`config.mk`:
```
export PLATFORM = sky130hd
export DESIGN_NAME = cem_exception_unit
export DESIGN_NICKNAME = d
export VERILOG_FILES = /design/src/cem_pkg.sv /design/src/cem_sel_if.sv /design/src/cem_select.sv /design/src/cem_exception_unit.sv
export VERILOG_INCLUDE_DIRS = /design/src
export SDC_FILE = /design/constraint.sdc
export NUM_CORES = 2
export LEC_CHECK = 0
export BUFFER_PORTS_ARGS = -buffer_cell sky130_fd_sc_hd__buf_2
export CORE_MARGIN = 1.5
export CORE_UTILIZATION = 54
export CTS_CLUSTER_DIAMETER = 30
export CTS_CLUSTER_SIZE = 28
export DETAILED_ROUTE_END_ITERATION = 7
export PLACE_DENSITY = 0.77
export SYNTH_ARGS = -nofsm -noshare
export SYNTH_HDL_FRONTEND = slang
export SYNTH_SLANG_ARGS = --single-unit
```
`constraint.sdc`:
```
create_clock -name mclk -period 65.5 [get_ports mclk]
set_clock_uncertainty 0.15 [all_clocks]
set_input_delay 13.1 -clock mclk [delete_from_list [all_inputs] [get_ports mclk]]
set_output_delay 13.1 -clock mclk [all_outputs]
set_load 0.02 [all_outputs]
```
`src/cem_defs.svh`:
```
// Notes on behaviour
// - Each source holds one of four states
// - Inactive means neither pending nor active
// - Line or software request sets pending
// - Nested handlers stay active together
// - Request while active gives active-and-pending
// - Reset halts; restart fetches vector 0x04
// - Restart privileged in thread mode
// - Nonmaskable: priority -2, vector 0x08, unmaskable
// - Hard fault: priority -1, vector 0x0C
// - Protection fault, execute-never always aborts, 0x10
// - Bus fault precise sync, imprecise async
// - Usage fault causes, vector 0x18
// - Optional unaligned and divide-zero usage faults
// - Supervisor call synchronous, vector 0x2C
// - Pended service request asynchronous, vector 0x38
// - System tick on timer zero, 0x3C
// - External vectors from 0x40, step four
// - One more instruction may retire first
// - Interrupt number is exception number minus 16
// - Configurable exceptions disableable; fixed ones not; here supervisor call, pended service request and tick have no enable
// - Thirty external lines, 0 to 29
// - Lower priority value is more urgent
// - Configurable priorities 0 to 15
// - Ties go to lowest exception number
`ifndef CEM_DEFS_SVH
`define CEM_DEFS_SVH
`define CEM_NUM_EXC 46
`define CEM_NUM_IRQ 30
`define CEM_EXC_RESET 6'h01
`define CEM_EXC_NMI 6'h02
`define CEM_EXC_HARD 6'h03
`define CEM_EXC_MEM 6'h04
`define CEM_EXC_BUS 6'h05
`define CEM_EXC_USAGE 6'h06
`define CEM_EXC_SVC 6'h0B
`define CEM_EXC_PSR 6'h0E
`define CEM_EXC_TICK 6'h0F
`define CEM_EXC_IRQ0 6'h10
`define CEM_PRIO_NMI 6'h3E
`define CEM_PRIO_HARD 6'h3F
`define CEM_PRIO_IDLE 6'h10
`define CEM_VEC_RESET 32'h00000004
`define CEM_VEC_IRQ0 32'h00000040
`define CEM_VEC_STEP 4
`define CEM_RESERVED_MASK 46'h000000003783
`endif

```
`src/cem_pkg.sv`:
```
package cem_pkg;
  typedef enum logic [3:0] {
    CEM_INACTIVE = 4'b0001,
    CEM_PENDING = 4'b0010,
    CEM_ACTIVE = 4'b0100,
    CEM_ACT_PEND = 4'b1000
  } cem_state_t;
  typedef logic [5:0] cem_exc_t;
  typedef logic signed [5:0] cem_prio_t;
endpackage

```
`src/cem_sel_if.sv`:
```
`timescale 1ns/10ps
interface cem_sel_if;
  import cem_pkg::*;
  logic [45:0] req;
  logic [183:0] prio;
  logic found;
  cem_exc_t num;
  cem_prio_t best;
  modport core (output req, output prio, input found, input num, input best);
  modport sel (input req, input prio, output found, output num, output best);
endinterface

```
`src/cem_select.sv`:
```
`timescale 1ns/10ps
`include "cem_defs.svh"
module cem_select
(
  cem_sel_if.sel s
);
  import cem_pkg::*;
  // Fixed priorities win; ties keep lowest number by strict compare
  function automatic cem_prio_t prio_of(input int i, input logic [183:0] p);
    cem_prio_t r;
    r = cem_prio_t'({2'b00, p[i*4 +: 4]});
    if (i == 2)
    begin
      r = cem_prio_t'(-2);
    end
    else if (i == 3)
    begin
      r = cem_prio_t'(-1);
    end
    return r;
  endfunction
  always_comb
  begin
    s.found = 1'b0;
    s.num = 6'h00;
    s.best = cem_prio_t'(`CEM_PRIO_IDLE);
    for (int i = 2; i < `CEM_NUM_EXC; i++)
    begin
      if (s.req[i] && (!s.found || prio_of(i, s.prio) < s.best))
      begin
        s.found = 1'b1;
        s.num = cem_exc_t'(i);
        s.best = prio_of(i, s.prio);
      end
    end
  end
endmodule

```
`src/cem_exception_unit.sv`:
```
`timescale 1ns/10ps
`include "cem_defs.svh"
module cem_exception_unit
#(
  parameter int NUM_IRQ = `CEM_NUM_IRQ
)
(
  input wire logic mclk,
  input wire logic rst,
  input wire logic [29:0] irq_line,
  input wire logic [29:0] irq_set_pend,
  input wire logic [29:0] irq_enable,
  input wire logic [119:0] irq_prio,
  input wire logic nmi_line,
  input wire logic nmi_set_pend,
  input wire logic [3:0] mem_prio,
  input wire logic [3:0] bus_prio,
  input wire logic [3:0] usage_prio,
  input wire logic [3:0] svc_prio,
  input wire logic [3:0] psr_prio,
  input wire logic [3:0] tick_prio,
  input wire logic mem_enable,
  input wire logic bus_enable,
  input wire logic usage_enable,
  input wire logic mpu_violation,
  input wire logic execute_never_fetch,
  input wire logic bus_err_precise,
  input wire logic bus_err_imprecise,
  input wire logic undef_instr,
  input wire logic illegal_unaligned,
  input wire logic invalid_state,
  input wire logic bad_exc_return,
  input wire logic unaligned_access,
  input wire logic div_by_zero,
  input wire logic trap_unaligned,
  input wire logic trap_div_zero,
  input wire logic supervisor_call,
  input wire logic psr_set_pend,
  input wire logic tick_zero,
  input wire logic tick_set_pend,
  input wire logic entry_fault,
  input wire logic instr_retire,
  input wire logic take_ack,
  input wire logic exc_return,
  output logic take_req,
  output cem_pkg::cem_exc_t take_num,
  output logic [31:0] take_vector,
  output cem_pkg::cem_exc_t interrupt_program_status,
  output logic signed [6:0] irq_number,
  output logic handler_mode,
  output logic privileged,
  output logic [31:0] fetch_vector,
  output logic fetch_req,
  output logic [45:0] pend_flags,
  output logic [45:0] act_flags
);
  import cem_pkg::*;
  localparam int NE = `CEM_NUM_EXC;

  // Vector offset from exception number
  function automatic logic [31:0] vec_of(input cem_exc_t n);
    return {24'h000000, n, 2'b00};
  endfunction

  cem_sel_if sif();
  cem_state_t st [NE];
  cem_exc_t stack [NE];
  logic [5:0] depth;
  logic [29:0] irq_meta, irq_s1, irq_s2;
  logic nmi_meta, nmi_s1, nmi_s2;
  logic [29:0] irq_prev;
  logic nmi_prev;
  logic entered;

  // Line inputs cross from the pins through three flops
  always_ff @(posedge mclk)
  begin
    irq_meta <= irq_line;
    irq_s1 <= irq_meta;
    irq_s2 <= irq_s1;
    nmi_meta <= nmi_line;
    nmi_s1 <= nmi_meta;
    nmi_s2 <= nmi_s1;
  end

  // Level rises when both late stages agree high and falls only when both agree low
  wire [29:0] irq_stable = irq_s1 & irq_s2;
  wire nmi_stable = nmi_s1 & nmi_s2;
  wire [29:0] irq_rise = irq_stable & ~irq_prev;
  wire nmi_rise = nmi_stable & ~nmi_prev;

  wire mem_ev = mpu_violation | execute_never_fetch;
  wire bus_ev = bus_err_precise | bus_err_imprecise;
  wire usage_ev = undef_instr | illegal_unaligned | invalid_state | bad_exc_return
    | (unaligned_access & trap_unaligned) | (div_by_zero & trap_div_zero);
  // Disabled fault escalates to hard fault, so execute-never still aborts
  wire hard_ev = entry_fault | (mem_ev & ~mem_enable) | (bus_ev & ~bus_enable)
    | (usage_ev & ~usage_enable);

  logic [NE-1:0] raw_ev;
  logic [NE-1:0] en_mask;
  always_comb
  begin
    raw_ev = '0;
    raw_ev[`CEM_EXC_NMI] = nmi_rise | nmi_set_pend;
    raw_ev[`CEM_EXC_HARD] = hard_ev;
    raw_ev[`CEM_EXC_MEM] = mem_ev & mem_enable;
    raw_ev[`CEM_EXC_BUS] = bus_ev & bus_enable;
    raw_ev[`CEM_EXC_USAGE] = usage_ev & usage_enable;
    raw_ev[`CEM_EXC_SVC] = supervisor_call;
    raw_ev[`CEM_EXC_PSR] = psr_set_pend;
    raw_ev[`CEM_EXC_TICK] = tick_zero | tick_set_pend;
    for (int i = 0; i < NUM_IRQ; i++)
    begin
      raw_ev[16 + i] = irq_rise[i] | irq_set_pend[i];
    end
  end

  // Fixed exceptions always enabled; reserved slots never raised
  always_comb
  begin
    en_mask = '1;
    for (int i = 0; i < NUM_IRQ; i++)
    begin
      en_mask[16 + i] = irq_enable[i];
    end
  end
  wire [NE-1:0] new_ev = raw_ev & ~`CEM_RESERVED_MASK;

  logic [NE-1:0] pend_v;
  always_comb
  begin
    for (int i = 0; i < NE; i++)
    begin
      pend_v[i] = (st[i] == CEM_PENDING) || (st[i] == CEM_ACT_PEND);
    end
  end

  assign sif.req = pend_v & en_mask;
  always_comb
  begin
    sif.prio = '0;
    sif.prio[4*`CEM_EXC_MEM +: 4] = mem_prio;
    sif.prio[4*`CEM_EXC_BUS +: 4] = bus_prio;
    sif.prio[4*`CEM_EXC_USAGE +: 4] = usage_prio;
    sif.prio[4*`CEM_EXC_SVC +: 4] = svc_prio;
    sif.prio[4*`CEM_EXC_PSR +: 4] = psr_prio;
    sif.prio[4*`CEM_EXC_TICK +: 4] = tick_prio;
    sif.prio[64 +: 120] = irq_prio;
  end

  cem_select u_sel
  (
    .s(sif.sel)
  );

  // Running priority of the handler on top of the nest
  cem_prio_t run_prio;
  wire cem_exc_t top = (depth == 6'h00) ? 6'h00 : stack[depth - 6'h01];
  always_comb
  begin
    run_prio = cem_prio_t'(`CEM_PRIO_IDLE);
    if (depth != 6'h00)
    begin
      if (top == `CEM_EXC_NMI)
        run_prio = cem_prio_t'(`CEM_PRIO_NMI);
      else if (top == `CEM_EXC_HARD)
        run_prio = cem_prio_t'(`CEM_PRIO_HARD);
      else
        run_prio = cem_prio_t'({2'b00, sif.prio[top*4 +: 4]});
    end
  end
  // Equal priority never preempts
  wire can_take = sif.found && (sif.best < run_prio);
  wire do_take = take_req && take_ack;
  wire do_ret = exc_return && (depth != 6'h00) && !do_take;

  // Per-source four state tracking; new request beats service changes
  always_ff @(posedge mclk)
  begin
    for (int i = 0; i < NE; i++)
    begin
      if (rst)
        st[i] <= CEM_INACTIVE;
      else
      begin
        unique case (st[i])
          CEM_INACTIVE:
            if (new_ev[i]) st[i] <= CEM_PENDING;
          CEM_PENDING:
            if (do_take && take_num == cem_exc_t'(i))
              st[i] <= new_ev[i] ? CEM_ACT_PEND : CEM_ACTIVE;
          CEM_ACTIVE:
            if (do_ret && top == cem_exc_t'(i))
              st[i] <= new_ev[i] ? CEM_PENDING : CEM_INACTIVE;
            else if (new_ev[i]) st[i] <= CEM_ACT_PEND;
          CEM_ACT_PEND:
            if (do_ret && top == cem_exc_t'(i)) st[i] <= CEM_PENDING;
          default:
            st[i] <= CEM_INACTIVE;
        endcase
      end
    end
  end

  // Nest stack keeps every preempted handler active
  always_ff @(posedge mclk)
  begin
    if (rst)
      depth <= 6'h00;
    else if (do_take)
    begin
      stack[depth] <= take_num;
      depth <= depth + 6'h01;
    end
    else if (do_ret)
      depth <= depth - 6'h01;
  end

  always_ff @(posedge mclk)
  begin
    if (rst)
    begin
      irq_prev <= '0;
      nmi_prev <= 1'b0;
    end
    else
    begin
      irq_prev <= irq_stable | (irq_prev & (irq_s1 | irq_s2));
      nmi_prev <= nmi_stable | (nmi_prev & (nmi_s1 | nmi_s2));
    end
  end

  // Request follows can_take and drops on ack or exception return; an instruction may retire meanwhile
  always_ff @(posedge mclk)
  begin
    if (rst || do_take || do_ret)
      take_req <= 1'b0;
    else
      take_req <= can_take;
    if (rst)
    begin
      take_num <= 6'h00;
      take_vector <= 32'h00000000;
    end
    else if (!take_req || !can_take)
    begin
      take_num <= sif.num;
      take_vector <= vec_of(sif.num);
    end
  end

  // Reset restart: vector fetch, privileged, thread mode
  always_ff @(posedge mclk)
  begin
    if (rst)
    begin
      fetch_req <= 1'b0;
      fetch_vector <= 32'h00000000;
      entered <= 1'b0;
      privileged <= 1'b1;
    end
    else
    begin
      entered <= 1'b1;
      fetch_req <= !entered;
      fetch_vector <= `CEM_VEC_RESET;
      privileged <= 1'b1;
    end
  end

  always_ff @(posedge mclk)
  begin
    if (rst)
    begin
      handler_mode <= 1'b0;
      interrupt_program_status <= 6'h00;
      irq_number <= 7'sh00;
      pend_flags <= '0;
      act_flags <= '0;
    end
    else
    begin
      handler_mode <= (depth != 6'h00);
      interrupt_program_status <= top;
      irq_number <= $signed({1'b0, top}) - 7'sd16;
      pend_flags <= pend_v;
      for (int i = 0; i < NE; i++)
      begin
        act_flags[i] <= (st[i] == CEM_ACTIVE) || (st[i] == CEM_ACT_PEND);
      end
    end
  end

  property p_set_pend;
    @(posedge mclk) disable iff (rst) new_ev[`CEM_EXC_PSR] && st[`CEM_EXC_PSR] == CEM_INACTIVE
      |=> st[`CEM_EXC_PSR] == CEM_PENDING;
  endproperty
  a_set_pend: assert property (p_set_pend) else $error("request did not pend");
  property p_act_pend;
    @(posedge mclk) disable iff (rst) st[`CEM_EXC_IRQ0] == CEM_ACTIVE && new_ev[`CEM_EXC_IRQ0]
      && !(do_ret && top == `CEM_EXC_IRQ0) |=> st[`CEM_EXC_IRQ0] == CEM_ACT_PEND;
  endproperty
  a_act_pend: assert property (p_act_pend) else $error("request while active lost");
  property p_nmi_first;
    @(posedge mclk) disable iff (rst) sif.req[`CEM_EXC_NMI] |-> sif.num == `CEM_EXC_NMI;
  endproperty
  a_nmi_first: assert property (p_nmi_first) else $error("nmi not chosen");
  property p_vector;
    @(posedge mclk) disable iff (rst) take_req |-> take_vector == `CEM_VEC_IRQ0
      - 32'(`CEM_EXC_IRQ0) * `CEM_VEC_STEP + 32'(take_num) * `CEM_VEC_STEP;
  endproperty
  a_vector: assert property (p_vector) else $error("vector offset wrong");
  property p_reserved;
    @(posedge mclk) disable iff (rst) take_req |-> !(take_num inside {7, 8, 9, 10, 12, 13});
  endproperty
  a_reserved: assert property (p_reserved) else $error("reserved exception taken");
  property p_restart;
    @(posedge mclk) $fell(rst) |=> fetch_req && fetch_vector == 32'h00000004 && privileged && !handler_mode;
  endproperty
  a_restart: assert property (p_restart) else $error("restart wrong");
  property p_nest;
    @(posedge mclk) disable iff (rst) do_take && depth != 6'h00 |=> ##1 handler_mode && act_flags[stack[0]];
  endproperty
  a_nest: assert property (p_nest) else $error("nested handler lost");
  property p_interrupt_program_status;
    @(posedge mclk) disable iff (rst) do_take |=> ##1 interrupt_program_status == $past(take_num, 2);
  endproperty
  a_interrupt_program_status: assert property (p_interrupt_program_status) else $error("status number wrong");
  c_take: cover property (@(posedge mclk) disable iff (rst) do_take);
  c_nest: cover property (@(posedge mclk) disable iff (rst) do_take && depth == 6'h01);
  c_actpend: cover property (@(posedge mclk) disable iff (rst) st[16] == CEM_ACT_PEND);
endmodule

```
# Word level (Yosys, flattened, before mapping)
# Memories as Yosys holds them, arrays and structs flattened.
# Cells that the tools add are included.
# Widths: inputs -> output; s select.
dict set report totals {
  ram_bits 460
  word_cells 2473
  n_memories 2
  inputBits 261
  regBits 248
}
# name depth width rd rd_clocked_by_memory_dff wr line_no
set memory_table {}
lappend memory_table {stack 46 6 1 0 1 cem_exception_unit.sv:67} ;# cem_exc_t stack [NE];
lappend memory_table {st 46 4 46 0 46 cem_exception_unit.sv:66} ;# cem_state_t st [NE];
dict set report op_classes {
  n_eq_ne 274
  n_bitwise 326
  magnitude_cmp 44
  n_shift 1
  muxes 1429
  reduce_logical 375
  addsub 3
}
# op n
set ops {}
lappend ops {{$mux 4} 298}
lappend ops {{$mux 1} 998}
lappend ops {{$mux 6} 93}
lappend ops {{$or 1x1->1} 304}
lappend ops {{$lt 5x6->1} 36}
lappend ops {{$eq 6x5->1 const B} 32}
lappend ops {{$eq 4x1->1 const B} 46}
lappend ops {{$eq 4x2->1 const B} 46}
lappend ops {{$eq 4x3->1 const B} 46}
lappend ops {{$eq 4x4->1 const B} 46}
lappend ops {{$reduce_or 4->1} 46}
lappend ops {{$shiftx 184x9->4} 1}
lappend ops {{$eq 6x6->1 const B} 28}
lappend ops {{$logic_and 1x1->1} 139}
lappend ops {{$logic_or 1x1->1} 138}
lappend ops {{$eq 6x4->1 const B} 16}
lappend ops {{$and 30x30->30} 3}
lappend ops {{$mux 2} 39}
lappend ops {{$or 30x30->30} 2}
lappend ops {{$eq 6x3->1 const B} 8}
lappend ops {{$logic_not 1->1} 47}
lappend ops {{$and 46x46->46} 1}
lappend ops {{$lt 1x6->1 const A} 7}
lappend ops {{$not 30->30} 1}
lappend ops {{12 further kinds} 31}

# Longest topological paths before layout
# An unclocked memory read counts as a cell.
dict set report logic_depth {
  word_depth 181
  ltp_mapped 316
}

# Cells and area by module
# A second synthesis with hierarchy kept.
dict set report hier_totals {
  cells_unflattened 4254
  hier_area_um2 40462.6
}
# mod seq_area_each_um2 cells_per_inst area_per_inst_um2 instances
set modules_own_cells {}
lappend modules_own_cells {cem_exception_unit 17356.6 2922 31388.9 1}
lappend modules_own_cells {cem_select 0.0 1332 9073.7 1}

# Worst setup path before layout
# OpenSTA, ideal clock, no wires.
dict set report synth_timing {
  path_type {in2reg}
  from {input mem_prio[3]}
  to {register take_num[4]}
  cell_stages 290
  setup_time_ns 0.061
  setup_slack_ns -2.662
  arrival_time_ns 67.951
  path_buffers 10
  path_cell_list {a21oi_1 ha_1 a21o_1 o211ai_1 and3_1 mux2_2 ha_1 a211oi_1 nand3_1 or3_1 o211ai_4 a21o_1 nand2_1 o21ai_0 inv_1 ha_1 a21o_1 a21oi_1 (+254 left out) a31oi_2 mux2i_1 ha_1 a21o_1 a21oi_1 nand2_1 o41ai_4 nor2_1 and3_1 ha_1 a2111oi_0 a21oi_1 a31oi_1 nand2_1 a211oi_1 o21ai_1 a2111oi_0 a41o_1}
}
dict set report synth_between {
  elab_chain_cells 172
  elab_cells_between_ends 301
  classes_between {43 x order compare; 1 x shift; 129 x mux; 128 x reduce/logical}
}
# item line_no
set synth_lines {}
lappend synth_lines {{from (decl)} cem_exception_unit.sv:16} ;# input wire logic [3:0] mem_prio,
lappend synth_lines {{$lt 5x6->1} cem_select.sv:29} ;# if (s.req[i] && (!s.found || prio_of(i, s.prio) < s.best))
lappend synth_lines {{$logic_or 1x1->1} cem_select.sv:29}
lappend synth_lines {{$logic_and 1x1->1} cem_select.sv:29}
lappend synth_lines {{$mux 6 / $mux 1 (equally long branches)} cem_select.sv:29}
lappend synth_lines {{$lt 5x6->1 / $logic_not 1->1 (equally long branches)} cem_select.sv:29}
lappend synth_lines {{$logic_or 1x1->1} cem_select.sv:29}
lappend synth_lines {{$logic_and 1x1->1} cem_select.sv:29}
lappend synth_lines {{$mux 6 / $mux 1 (equally long branches)} cem_select.sv:29}
lappend synth_lines {{(+156 left out)} n/a}
lappend synth_lines {{$lt 5x6->1 / $logic_not 1->1 (equally long branches)} cem_select.sv:29}
lappend synth_lines {{$logic_or 1x1->1} cem_select.sv:29}
lappend synth_lines {{$logic_and 1x1->1} cem_select.sv:29}
lappend synth_lines {{$mux 6} cem_select.sv:29}
lappend synth_lines {{$lt 6x6->1} cem_exception_unit.sv:174} ;# wire can_take = sif.found && (sif.best < run_prio);
lappend synth_lines {{$logic_and 1x1->1} cem_exception_unit.sv:174}
lappend synth_lines {{$logic_not 1->1} cem_exception_unit.sv:246} ;# else if (!take_req || !can_take)
lappend synth_lines {{$logic_or 1x1->1} cem_exception_unit.sv:246}
lappend synth_lines {{to (signal assigned)} cem_exception_unit.sv:248} ;# take_num <= sif.num;
lappend synth_lines {{to (decl)} cem_exception_unit.sv:46} ;# output cem_pkg::cem_exc_t take_num,
# Parallel ways exist; a longest one is shown, timed or not.
# A chain may end at the register's enable or synchronous reset.

# Worst setup path in the final report
dict set report layout_timing {
  from {input mem_prio[3]}
  to {register take_num[2]}
}
# The elaborated chain is that of the path after synthesis.

==> results_tabular.tex <==
\begin{tabular}{lr}
\hline
Metric & Value \\
\hline
\multicolumn{2}{l}{\textbf{Status}} \\
\quad Outcome & finished, violations left \\
\quad Violated checks & negative setup slack \\
\multicolumn{2}{l}{\textbf{Global route}} \\
\quad Fraction of met2 tracks used by global routing & 55.5\% \\
\quad Number of global-route vias before repair & 34544 \\
\quad Overall track demand over capacity in global routing & 34.3\% \\
\quad Initial antenna violation count & 18 \\
\quad Wire length of the first global-routing pass & 196 mm \\
\quad Top Usage Layer GRT & met2 \\
\quad Routing usage on met3 & 7.47\% \\
\quad Largest net degree at the start of global routing & 74 \\
\quad Met1 Usage GRT & 42.9\% \\
\quad Total grt overflow & 0 \\
\multicolumn{2}{l}{\textbf{Synth}} \\
\quad Async set or reset register ratio after synthesis & 0\% \\
\quad Unique masters post-synth & 115 \\
\quad Average cell area after synthesis & 9.78 µm² \\
\quad Synthesized netlist cell count & 3991 \\
\quad Sequential-to-total area share from yosys stat & 44.5\% \\
\quad Leading cell types by count after synthesis & 440 x nor2\_1, 428 x edfxtp\_1, 300 x nand2\_1, 230 x a21oi\_1, 225 x dfxtp\_1 \\
\quad Synth warnings & 0 \\
\quad Post-Synthesis Cell Area & 0.0390 mm² \\
\quad Share of the synthesized area in the top cell type & 32.9\% \\
\quad Area contributors post-synth & edfxtp\_1 33\%, dfxtp\_1 12\%, mux4\_2 4.8\% \\
\quad Synth area leader & edfxtp\_1 \\
\quad Flip-flop and latch count after synthesis & 653 \\
\quad Count of flip-flops with a built-in enable after synthesis & 428 \\
\quad Most repeated cell in the gate-level netlist after synthesis & nor2\_1 \\
\quad Predominant post-synthesis flop cell & edfxtp\_1 \\
\multicolumn{2}{l}{\textbf{Floorplanning}} \\
\quad Die boundary height & 272 µm \\
\quad Initial cell density of the core & 54.6\% \\
\quad Standard-cell rows & 98 \\
\quad Top-Level Pins & 440 \\
\quad Floorplan Core Area & 0.0715 mm² \\
\quad Die width & 272 µm \\
\quad Die area & 0.0739 mm² \\
\multicolumn{2}{l}{\textbf{Timing}} \\
\quad Share of the clock period used by the worst path after layout & 101\% \\
\quad Setup repair after global routing missed its margin & yes \\
\quad Min cycle time layout & 66.09 ns \\
\quad Fin. max-slew vios & 0 \\
\quad Normalized max-slew margin & 9.98\% \\
\quad Fin Hold WS & 0.168 ns \\
\quad Final setup margin & -0.591 ns \\
\quad Maximum operating frequency & 15.1 MHz \\
\quad Worst slew pin tran & 1.34 ns \\
\quad Setup-violating endpoint count in the final report & 7 \\
\quad Hold Vio Cnt, Final & 0 \\
\multicolumn{2}{l}{\textbf{Power and ir drop}} \\
\quad Max VDD drop & 52.8 µV \\
\quad Power spent charging and discharging nets & 1380 µW \\
\quad Power per cell area & 60.7 mW/mm² \\
\quad Proportion of power drawn by combinational gates & 63.2\% \\
\quad Internal power component & 1730 µW \\
\quad Fraction of power spent switching nets & 44.4\% \\
\quad Clock power share & 18.6\% \\
\quad Seq pwr share & 18.2\% \\
\quad Leakage power total & 0.0199 µW \\
\multicolumn{2}{l}{\textbf{Finish}} \\
\quad Proportion of layout cells with a drive suffix above 1 & 33.3\% \\
\quad Synthesis-to-layout area growth & 31.5\% \\
\quad Final net count & 5184 \\
\multicolumn{2}{l}{\textbf{Critical path}} \\
\quad WS Path Type & in2reg \\
\quad Data required time of the critical path & 65.89 ns \\
\quad Slowest library cell on the worst path & a2111o\_1 \\
\quad Endpoint class of the critical path & register \\
\quad Data arrival time of the critical path & 66.48 ns \\
\quad Longest individual stage delay on the worst path & 0.44 ns \\
\quad Top fanout value on the critical path & 8 \\
\quad Critical Path Source Type & primary input \\
\multicolumn{2}{l}{\textbf{Flow run}} \\
\quad Maxcap violations & 0 \\
\multicolumn{2}{l}{\textbf{CTS}} \\
\quad Depth of the CTS H-tree & 3 \\
\quad Number of buffers inserted during clock tree synthesis & 115 \\
\quad Cell at the root of the clock tree & clkbuf\_16 \\
\quad Clk buf depth & 3 \\
\quad Worst-path clk slew & 0.05 ns \\
\quad Number of hold buffers added after CTS & 0 \\
\quad Clock tree from TritonCTS & done \\
\quad Sink Count & 653 \\
\quad Clock insertion delay at the later pin of the skew report & 0.72 ns \\
\multicolumn{2}{l}{\textbf{Placed design}} \\
\quad Total half-perimeter wirelength after legalization and detailed placement & 94.6 mm \\
\quad Routability-driven placement congestion ratio & 0.996 \\
\quad Count of buffers from port buffering & 364 \\
\quad Pre-CTS WS & -2.95 ns \\
\multicolumn{2}{l}{\textbf{Hold path}} \\
\quad Worst min path class & reg2reg \\
\multicolumn{2}{l}{\textbf{Route}} \\
\quad Drt first-iter violations & 5146 \\
\quad Drc violations & 0 \\
\quad Vias per cell & 6.44 \\
\quad Count of antenna-violating nets left after detailed routing & 0 \\
\quad Total wire length & 138 mm \\
\quad Detailed-route wire length per cell & 23.5 µm \\
\quad DR vias & 37816 \\
\quad First-pass iteration count of the detailed router & 8 \\
\hline
\end{tabular}
==> power groups by stage <==
| stage | clock, µW | combinational, µW | sequential, µW |
|---|---|---|---|
| floorplan | 0 | 985 | 546 |
| global placement | 0 | 1540 | 569 |
| detailed placement | 0 | 1570 | 571 |
| CTS | 584 | 1660 | 564 |
| global route | 602 | 2060 | 574 |
| finish | 581 | 1970 | 567 |
==> stage by stage <==
stage	instances	total power (µW)	cell area [µm²]	setup TNS (ns)	utilization, %
floorplan	4063	1530	39600	0	-
global placement	5499	2110	44200	-15.68	61.8
detailed placement	5499	2140	44200	-20.07	61.8
CTS	5778	2810	49000	0	68.5
global route	5864	3240	51300	-16.97	71.8
finish	5873	3120	51300	-3.64	71.8
==> flip-flops by register name, summed over array words and instances, names as in the netlist, 3 cells and up <==
signal                    count
depth                         6
interrupt_program_status      6
irq_s2                       30
irq_meta                     30
irq_s1                       30
stack                       276
st                          152
act_flags                    38
irq_number                    3
take_num                      6
pend_flags                   38
irq_prev                     30
==> cell usage in the layout, fill, tap and decap left out, types with 33 or more instances in the layout <==
| cell | synthesis | routed |
|---|---|---|
| a211oi_1 | 63 | 42 |
| a21o_1 | 55 | 52 |
| a21oi_1 | 230 | 182 |
| a21oi_2 | 1 | 37 |
| a31oi_1 | 97 | 85 |
| and2_1 | 46 | 40 |
| and3_1 | 37 | 33 |
| buf_2 | 6 | 360 |
| buf_4 | 88 | 507 |
| clkbuf_16 | 0 | 119 |
| conb_1 | 2 | 74 |
| dfxtp_1 | 225 | 219 |
| edfxtp_1 | 428 | 428 |
| ha_1 | 116 | 61 |
| ha_4 | 0 | 48 |
| inv_1 | 152 | 133 |
| mux2i_1 | 66 | 48 |
| mux4_2 | 84 | 84 |
| nand2_1 | 300 | 280 |
| nand2b_1 | 35 | 34 |
| nand3_1 | 94 | 86 |
| nor2_1 | 440 | 418 |
| nor2b_1 | 100 | 97 |
| nor3_1 | 181 | 168 |
| nor4_1 | 66 | 65 |
| nor4b_1 | 38 | 37 |
| o21a_1 | 48 | 44 |
| o21ai_0 | 205 | 171 |
| xnor2_1 | 62 | 61 |
==> per-layer routing <==
layer / up-vias / wire length, µm
met1: 17940 / 49700
met4: 10 / 8630
li1: 16670 / -
met2: 2598 / 63700
met5: - / 57
met3: 598 / 15900
==> kinds of logic (layout without fill, tap and decap cells) <==
group	after synthesis	after routing	synth area share (%)
other	2	89	0.0192
AO/OA/AOI/OAI	1052	1052	18.6
XOR/XNOR	78	78	1.75
AND/OR/NAND/NOR	1483	1483	18.8
buffers and inverters	416	1261	4.91
multiplexers	191	191	7.73
adder cells (fa/ha/maj)	116	116	3.72
flip-flops	653	653	44.5
==> worst paths after layout <==
kind / start / end / slack, ns / depth (start not counted)
min: irq_meta[27] / irq_s1[27] / 0.17 / 0
max reg2reg: st[0][13] / take_num[2] / 9.97 / 298
max: mem_prio[3] / take_num[2] / -0.59 / 292
min reg2reg: irq_meta[27] / irq_s1[27] / 0.17 / 0
==> cell type report <==
cell class	count	area (µm²)
clock buffer	146	3180
antenna	15	37.5
timing repair buffer	889	5880
inverter	154	583
sequential	653	17400
tap	950	1190
fill	4907	20200
clock inverter	72	698
multi-input combinational	2994	22400
==> repair_timing <==
item                                    4_1_cts  5_1_grt
setup buffers                                61       80
gates resized for setup                      97      337
pin swaps                                    80      227
endpoints found under the setup margin        7        7
==> worst max-delay path, delay by kind of cell <==
| family | cells | cell delay (ns) |
|---|---|---|
| buffers and inverters | 31 | 3.18 |
| multiplexers | 16 | 4.24 |
| AO/OA/AOI/OAI | 140 | 25.92 |
| adder cells (fa/ha/maj) | 36 | 8.58 |
| AND/OR/NAND/NOR | 69 | 11.38 |
Power figures use the tool's default switching activity.
